[src/asp_pkg.sv]
package asp_pkg;
   // Clock period in ns
   localparam int CLK_PERIOD_NS = 20;
   // Front-end sample period (1 MHz rate)
   localparam int SAMPLE_PERIOD_NS = 1000;
   localparam int SAMPLE_CYCLES = SAMPLE_PERIOD_NS / CLK_PERIOD_NS;
   // Fixed pipeline part of the latency
   localparam int FIXED_LAT_NS = 3000;
   localparam int FIXED_LAT_CYCLES = FIXED_LAT_NS / CLK_PERIOD_NS;
   // Start-up time from idle with smallest window
   localparam int STARTUP_US = 35;
   localparam int STARTUP_SAMPLES = STARTUP_US * 1000 / SAMPLE_PERIOD_NS;
   // Angle width and filter window field width
   localparam int ANGLE_W = 16;
   localparam int FW_W = 4;
   // Largest usable filter window shift
   localparam logic [3:0] FW_MAX = 4'hb;
   // Low-power clock tick divider default
   localparam int LP_DIV = 50;
   // Power-mode encodings
   typedef enum logic [1:0] {
      ASP_MODE_IDLE = 2'b00,
      ASP_MODE_ACTIVE = 2'b01,
      ASP_MODE_AUTO = 2'b10
   } asp_mode_t;
endpackage

[src/asp_tdc.sv]
`timescale 1ns/1ns
// Time-to-digital converter: counts from reference edge to zero crossing
module asp_tdc #(
   parameter int W = 16
) (
   input wire logic clk_in,
   input wire logic rst_b_in,
   input wire logic run_in,
   input wire logic ref_edge_in,
   input wire logic zero_cross_in,
   output logic [W-1:0] code_out,
   output logic valid_out
);
   logic [W-1:0] count;
   logic [W-1:0] next_count;
   logic [W-1:0] next_code;
   logic next_valid;
   logic armed;
   logic next_armed;

   // Counter restarts at each reference edge, latches on crossing
   always_comb begin
      next_count = count;
      next_code = code_out;
      next_valid = 1'b0;
      next_armed = armed;
      if (!run_in) begin
         // Held idle, powered down
         next_armed = 1'b0;
      end else if (ref_edge_in) begin
         next_count = '0;
         next_armed = 1'b1;
      end else if (armed) begin
         next_count = count + W'(1);
         if (zero_cross_in) begin
            next_code = count;
            next_valid = 1'b1;
            next_armed = 1'b0;
         end
      end
   end

   // State registers
   always_ff @(posedge clk_in or negedge rst_b_in) begin
      if (!rst_b_in) begin
         count <= '0;
         code_out <= '0;
         valid_out <= 1'b0;
         armed <= 1'b0;
      end else begin
         count <= next_count;
         code_out <= next_code;
         valid_out <= next_valid;
         armed <= next_armed;
      end
   end
endmodule

[src/asp_core.sv]
`timescale 1ns/1ns
// Operation
// - New open-loop angle code at 1 MHz
// - Raw angle from time-to-digital counter
// - First-order low-pass, window sets tau
// - Idle stops front end, output still readable
// - Default direction: clockwise increases angle
// - Configurable direction and zero reference
// - Active mode samples continuously
// - Idle powers down sensing front end
// - Auto mode alternates active and idle
// - Low-power clock times active and cycle
// - Serial reads allowed anytime in auto
// - Auto refresh rate equals cycle time
// - Auto output updates at active end
// - Pins select any of three modes
// - Latency is tau plus 3 us
// - Valid angle 35 us after idle exit
// - Start mode only after chip select high
module asp_core #(
   parameter int LP_DIV = asp_pkg::LP_DIV,
   parameter int ANGLE_W = asp_pkg::ANGLE_W
) (
   input wire logic CLK_IN,
   input wire logic RST_B_IN,
   input wire logic REF_EDGE_IN,
   input wire logic ZERO_CROSS_IN,
   input wire logic CS_B_IN,
   input wire logic PIN_EN_IN,
   input wire logic PIN_AUTO_IN,
   input wire logic PIN_OVERRIDE_IN,
   input wire logic [1:0] CFG_MODE_IN,
   input wire logic [3:0] FILTER_WINDOW_SIZE_IN,
   input wire logic CFG_DIR_CCW_IN,
   input wire logic [15:0] CFG_ZERO_IN,
   input wire logic [7:0] CFG_ACTIVE_TIME_IN,
   input wire logic [7:0] CFG_CYCLE_TIME_IN,
   output logic [15:0] ANGLE_OUT,
   output logic ANGLE_VALID_OUT,
   output logic FRONT_END_ON_OUT,
   output logic [1:0] MODE_OUT
);
   // Elaboration check on parameters
   if (ANGLE_W != 16) begin : g_bad_w
      $error("asp_core supports a 16-bit angle only");
   end
   if (LP_DIV < 1) begin : g_bad_div
      $error("asp_core LP_DIV must be at least 1");
   end

   localparam int LPW = $clog2(LP_DIV + 1);
   localparam int ACC_W = 16 + 12;

   // Start gate, mode and power-cycle state
   logic started;
   logic next_started;
   logic [LPW-1:0] lp_div;
   logic [LPW-1:0] next_lp_div;
   logic lp_tick;
   logic [7:0] cyc_cnt;
   logic [7:0] next_cyc_cnt;
   logic [1:0] next_mode;
   logic fe_on;
   logic next_fe_on;
   logic fe_on_q;
   logic act_end;
   // Filter and output state
   logic [ACC_W-1:0] acc;
   logic [ACC_W-1:0] next_acc;
   logic [15:0] filt;
   logic [15:0] delay_line [asp_pkg::FIXED_LAT_CYCLES];
   logic [15:0] next_angle;
   logic next_valid;
   logic [5:0] warm;
   logic [5:0] next_warm;
   logic [3:0] fw;
   // TDC outputs
   logic [15:0] raw_code;
   logic raw_valid;
   logic [15:0] oriented;

   // Raw angle counter, runs only while front end powered
   // TDC measures phase
   asp_tdc #(.W(16)) u_tdc (
      .clk_in(CLK_IN),
      .rst_b_in(RST_B_IN),
      .run_in(fe_on),
      .ref_edge_in(REF_EDGE_IN),
      .zero_cross_in(ZERO_CROSS_IN),
      .code_out(raw_code),
      .valid_out(raw_valid)
   );

   // Mode selection, start gate and low-power cycle timing
   always_comb begin
      next_started = started;
      next_mode = MODE_OUT;
      next_lp_div = lp_div;
      next_cyc_cnt = cyc_cnt;
      next_fe_on = fe_on;
      lp_tick = 1'b0;
      if (CS_B_IN) begin
         next_started = 1'b1;
      end
      if (PIN_OVERRIDE_IN) begin
         next_mode = PIN_AUTO_IN ? 2'(asp_pkg::ASP_MODE_AUTO)
                   : (PIN_EN_IN ? 2'(asp_pkg::ASP_MODE_ACTIVE) : 2'(asp_pkg::ASP_MODE_IDLE));
      end else if (CFG_MODE_IN != 2'h3) begin
         next_mode = CFG_MODE_IN;
      end
      if (!started) begin
         next_mode = 2'(asp_pkg::ASP_MODE_IDLE);
      end
      // Low-power tick from divider
      if (lp_div == LPW'(LP_DIV - 1)) begin
         next_lp_div = '0;
         lp_tick = 1'b1;
      end else begin
         next_lp_div = lp_div + LPW'(1);
      end
      unique case (MODE_OUT)
         2'(asp_pkg::ASP_MODE_ACTIVE): begin
            next_fe_on = 1'b1;
            next_cyc_cnt = '0;
         end
         2'(asp_pkg::ASP_MODE_AUTO): begin
            if (lp_tick) begin
               if (cyc_cnt + 8'h01 >= CFG_CYCLE_TIME_IN) begin
                  next_cyc_cnt = '0;
               end else begin
                  next_cyc_cnt = cyc_cnt + 8'h01;
               end
            end
            next_fe_on = (next_cyc_cnt < CFG_ACTIVE_TIME_IN);
         end
         default: begin
            next_fe_on = 1'b0;
            next_cyc_cnt = '0;
         end
      endcase
   end

   // End of an active period seen as front end falling
   assign act_end = fe_on_q && !fe_on;

   // Orientation: zero offset then direction
   always_comb begin
      oriented = raw_code - CFG_ZERO_IN;
      if (CFG_DIR_CCW_IN) begin
         oriented = 16'h0000 - oriented;
      end
   end

   // Window clamp
   assign fw = (FILTER_WINDOW_SIZE_IN > asp_pkg::FW_MAX) ? asp_pkg::FW_MAX
             : FILTER_WINDOW_SIZE_IN;
   assign filt = acc[ACC_W-1 -: 16];

   // First-order filter and output update
   always_comb begin
      logic [ACC_W-1:0] diff;
      logic [ACC_W-1:0] samp;
      diff = '0;
      samp = {oriented, 12'h000};
      next_acc = acc;
      next_warm = warm;
      next_angle = ANGLE_OUT;
      next_valid = ANGLE_VALID_OUT;
      // y += (x - y) >> fw
      if (fe_on && raw_valid) begin
         diff = samp - acc;
         next_acc = acc + ACC_W'($signed(diff) >>> fw);
         if (warm < 6'(asp_pkg::STARTUP_SAMPLES)) begin
            next_warm = warm + 6'h01;
         end
      end
      if (!fe_on) begin
         next_warm = '0;
      end
      if (MODE_OUT == 2'(asp_pkg::ASP_MODE_ACTIVE)) begin
         if (warm >= 6'(asp_pkg::STARTUP_SAMPLES)) begin
            next_angle = delay_line[asp_pkg::FIXED_LAT_CYCLES-1];
            next_valid = 1'b1;
         end
      end else if (MODE_OUT == 2'(asp_pkg::ASP_MODE_AUTO) && act_end
                   && warm >= 6'(asp_pkg::STARTUP_SAMPLES)) begin
         // Auto only: leaving active for idle must not refresh the output
         // update at active end
         next_angle = delay_line[asp_pkg::FIXED_LAT_CYCLES-1];
         next_valid = 1'b1;
      end
   end

   // Registers of all groups
   always_ff @(posedge CLK_IN or negedge RST_B_IN) begin
      if (!RST_B_IN) begin
         started <= 1'b0;
         MODE_OUT <= 2'(asp_pkg::ASP_MODE_IDLE);
         lp_div <= '0;
         cyc_cnt <= '0;
         fe_on <= 1'b0;
         fe_on_q <= 1'b0;
         FRONT_END_ON_OUT <= 1'b0;
         acc <= '0;
         warm <= '0;
         ANGLE_OUT <= '0;
         ANGLE_VALID_OUT <= 1'b0;
         for (int i = 0; i < asp_pkg::FIXED_LAT_CYCLES; i++) begin
            delay_line[i] <= '0;
         end
      end else begin
         started <= next_started;
         MODE_OUT <= next_mode;
         lp_div <= next_lp_div;
         cyc_cnt <= next_cyc_cnt;
         fe_on <= next_fe_on;
         fe_on_q <= fe_on;
         FRONT_END_ON_OUT <= next_fe_on;
         acc <= next_acc;
         warm <= next_warm;
         ANGLE_OUT <= next_angle;
         ANGLE_VALID_OUT <= next_valid;
         // Fixed pipeline delay of the filtered value
         delay_line[0] <= filt;
         for (int i = 1; i < asp_pkg::FIXED_LAT_CYCLES; i++) begin
            delay_line[i] <= delay_line[i-1];
         end
      end
   end
endmodule

[config.mk]
export PLATFORM = sky130hd
export DESIGN_NAME = asp_core
export DESIGN_NICKNAME = d
export VERILOG_FILES = /design/src/asp_pkg.sv /design/src/asp_tdc.sv /design/src/asp_core.sv
export SDC_FILE = /design/constraint.sdc
export NUM_CORES = 2
export LEC_CHECK = 0
export ABC_AREA = 1
export CORE_ASPECT_RATIO = 1.75
export CORE_MARGIN = 2
export CORE_UTILIZATION = 30
export CTS_CLUSTER_DIAMETER = 80
export CTS_CLUSTER_SIZE = 20
export DETAILED_ROUTE_END_ITERATION = 12
export DONT_BUFFER_PORTS = 1
export GPL_ROUTABILITY_DRIVEN = 0
export SYNTH_ARGS = -nofsm -noshare
export SYNTH_HDL_FRONTEND = slang
export SYNTH_SLANG_ARGS = --single-unit
[constraint.sdc]
create_clock -name CLK_IN -period 5.35 [get_ports CLK_IN]
set_input_delay 1.07 -clock CLK_IN [delete_from_list [all_inputs] [get_ports CLK_IN]]
set_output_delay 1.07 -clock CLK_IN [all_outputs]
set_load 0.01 [all_outputs]
==> summary by stage <==
Run status
The checks that failed: negative hold slack, negative setup slack. The run finished, with violations left.

Drt
The total iterations of the first detailed-routing run is 5. Dividing the detail-routed via count by the number of cells gives 3.94. The initial detailed-routing violation count is 2,032. Dividing the detail-routed wire length by the instance count gives 13.1 um. The detail route stage leaves a number of antenna-violating nets equal to 0. The total vias in the final route is 28,900. The routed wire length is 96,300 um. For this run, design rule violations remaining after detail routing come to 0.

STA
Setup repair after global routing could not meet its margin everywhere. The worst hold margin is -0.0131 ns. The final number of hold-violating endpoints is 14. For the pin with the worst max-slew slack, the measured transition is 1.47 ns. The final worst-path cycle share is 1.07.

Measured against its own limit, the worst slew margin works out to 0.0223. The final clock skew is 0.0225 ns. The minimum clock period is 5.70 ns. The final total negative setup slack is -3.02 ns. The maximum clock rate is 175 MHz.

The number of max-slew violations in the final report is 0. Setup violations remaining at the end of the flow were counted as 12. In the post-route analysis, the smallest setup slack over all paths is -0.353 ns.

Setup path
The startpoint of the lowest-slack register-to-register path is u_tdc.code_out[0]$_DFFE_PN0P_. The worst reg-to-reg path cell count is 38. At the worst endpoint, the required time is 5.99 ns. The type of element launching the critical path is a register. In this design, the stage delay of the slowest critical-path cell is 0.45 ns. The startpoint of the worst setup timing path is u_tdc.code_out[0]$_DFFE_PN0P_. In this run the worst setup path terminates at acc[21]$_DFFE_PN0P_. The class of the most critical setup path is reg -> reg.

The arrival time at the worst endpoint is 6.34 ns. In this run the register-to-register setup slack is -0.35 ns. The critical path's slowest cell is fa_2. The most prevalent standard cell on the critical path is nand3_2. The worst register-to-register path ends at acc[21]$_DFFE_PN0P_.

STA classifies the critical path endpoint as a register. Of all nets on the critical path, the largest fanout is 3.

Clock tree
The H-tree was split into 4 levels. The number of sinks handled by clock tree synthesis is 2,504. The later pin in the worst-skew pair is clocked with a latency of 0.78 ns. TritonCTS built the clock tree. TritonCTS created 147 clock buffers. The cell chosen for the clock root is clkbuf_16.

The worst-case clock buffer depth is 3. The clock-pin slew of the registers on the worst-case setup and hold paths is 0.07 ns.

Synth
For this run, the register share of the synthesized area comes to 0.896. The count of synthesis-stage warnings from yosys is 0. The number of register bits inferred by synthesis is 2,504. Counting every instance in the synthesized netlist gives 3,906. Counting distinct cell types in the post-synthesis netlist gives 50. The mean post-synth cell area is 17.9 um2.

The commonest register cell after synthesis is dfrtp_1. Counting flops with a built-in enable in the synthesized netlist gives 0. The netlist area before placement is 0.0699 mm2. The number of nets in the synthesized netlist is 4,036.

Counting flops with an async set or reset pin after synthesis yields a share of 1.00.

Placement
After detailed placement, the design holds a cell count of 7,127. The placed wire-length estimate after detailed placement is 49,700 um. The count of buffers added on input and output ports is 0. After detailed placement, the total cell area comes to 0.0751 mm2.

Floorplan
The floorplan step defined a die boundary enclosing 0.237 mm2. Measured along the y axis, the die boundary spans 643 um. The placeable core area is 0.232 mm2. After floorplanning, the core was divided into 234 placement rows. The starting density of the core is 0.302. The number of top-level pins is 67. The x dimension of the die is 369 um.

GRT
The number of antenna violations at the first check in global routing is 0. The number of global-route vias before repair is 31,700. The pin count of the biggest net entering global routing is 2,505.

The global-route wire length before repair is 165,000 um. The all-layer global routing usage is 0.0828. The leftover overflow at the end of global routing is 0.

Pwr
The design internal power is 25,800 uW. The portion of total power attributed to the clock network is 0.323. The combinational cell fraction of total power is 0.092. The power spent charging and discharging nets is 7770 uW.

Across the VDD grid, the largest voltage drop is 0.328 mV. Of the total power, the share spent switching nets is 0.231. The power per cell area is 417 mW/mm2. The part of the total power dissipated in sequential elements is 0.585. The leakage power figure is 0.0393 uW.

Final layout
The area growth from synthesis to layout is 15.1%. For this run, the number of standard cells in the final layout without fillers is 7,341. The proportion of layout cells with a drive suffix above 1 is 0.144. The repair_antennas step left the layout with diodes totalling 0.

At the end of the flow the core is filled with cells to 0.347. The finished cells cover 0.0805 mm2. For this run, the post-layout net count is 4,381.

Job
The max-capacitance violation count is 0.

Hold path
The worst hold path belongs to the class in -> async.
-- how the worst min path moves through the flow --
stage,slack [ns],endpoint
after CTS,-0.07,delay_line[15]$_DFF_PN0_
after global routing,-0.09,ANGLE_OUT[15]$_DFFE_PN0P_
final,-0.01,ANGLE_OUT[15]$_DFFE_PN0P_
after floorplan,0.33,delay_line[0]$_DFF_PN0_
after detailed placement,0.33,delay_line[1008]$_DFF_PN0_
after global placement,0.33,delay_line[2376]$_DFF_PN0_
-- layout make-up --
type	count	area, um2
fill	21700	151000
multi-input combinational	1145	7160
timing repair buffer	224	1930
inverter	229	862
clock inverter	22	347
clock buffer	149	3730
sequential	2504	62700
tap	3068	3840
-- cells by family after synthesis --
group / share of synthesized area
AOI/OAI and AO/OA: 0.0211
xor gates and xnor gates: 0.00700
adders and majority gates: 0.0151
buffers and inverters: 0.0138
DFF: 0.896
muxes: 0.000286
and+or+nand+nor: 0.0467
-- Yosys cell counts, drive strengths merged, types with 11 or more instances --
master | number | share of area
nor2 | 107 | 0.0060
nand3 | 125 | 0.0093
nand3b | 11 | 0.0012
xnor2 | 11 | 0.0014
a21oi | 108 | 0.0079
nand4 | 24 | 0.0024
clkbuf | 25 | 0.0013
o21ai | 123 | 0.0090
dfrtp | 2504 | 0.90
ha | 81 | 0.014
or2 | 13 | 0.0012
inv | 227 | 0.012
nand2 | 414 | 0.023
xor2 | 44 | 0.0056
nor3 | 23 | 0.0020
-- timing repair --
action	CTS	global route
gates resized for setup	101	93
buffers inserted	21	12
pin swaps	76	62
endpoints found under the hold margin	299	295
endpoints found under the setup margin	16	18
-- sequential cells by signal, summed over array words and instances (netlist names) --
register         cells
u_tdc.valid_out      1
started              1
fe_on                1
warm                 6
ANGLE_VALID_OUT      1
fe_on_q              1
u_tdc.code_out      16
cyc_cnt              8
delay_line        2400
u_tdc.count         16
u_tdc.armed          1
MODE_OUT             2
ANGLE_OUT           16
lp_div               6
acc                 28
-- layout by cell type (no fill, tap or decap), types with 11 or more instances in the layout --
| master | n |
|---|---|
| nor2_2 | 16 |
| o21ai_0 | 82 |
| xor2_1 | 42 |
| a21oi_1 | 69 |
| nand4_1 | 21 |
| nand2_2 | 45 |
| nand3_1 | 103 |
| inv_1 | 208 |
| buf_4 | 202 |
| nor2_1 | 86 |
| inv_2 | 18 |
| buf_6 | 12 |
| dfrtp_1 | 2504 |
| o21ai_1 | 30 |
| a21oi_2 | 33 |
| clkbuf_16 | 149 |
| nand3_2 | 20 |
| nand2_1 | 363 |
| nor3_1 | 12 |
| nor3_2 | 11 |
| ha_1 | 72 |
-- metrics by stage --
step | worst slack, ns | total power (uW)
floorplan | -0.426 | 21300
global placement | -1.01 | 22300
detailed placement | -1.00 | 22300
CTS | -0.167 | 33700
global route | -0.794 | 35400
finish | -0.353 | 33600
-- worst max-delay path, delay by kind of cell (launching register included) --
kind	cells	cell delay, ns
simple gates	19	2.31
buf+inv	6	0.44
compound gates	7	0.98
flops	1	0.38
fa+ha+maj	5	1.36
xor+xnor	1	0.09
-- power by group through the flow --
| stage | Sequential [uW] | Clock (uW) | Combinational, uW |
|---|---|---|---|
| 3_3_place_gp | 20000 | 0 | 2220 |
| 6_report | 19700 | 10800 | 3100 |
| 4_1_cts | 19700 | 11500 | 2520 |
| 3_5_place_dp | 20000 | 0 | 2250 |
| 2_1_floorplan | 20000 | 0 | 1310 |
| 5_1_grt | 19700 | 12200 | 3420 |
-- routing by layer --
metal / routed length (um) / track usage
met1: 42800 / 0.111
met4: 4480 / 0.0395
met5: 0 / 0
met2: 45700 / 0.129
met3: 3420 / 0.0179
Power figures use the tool's default switching activity.
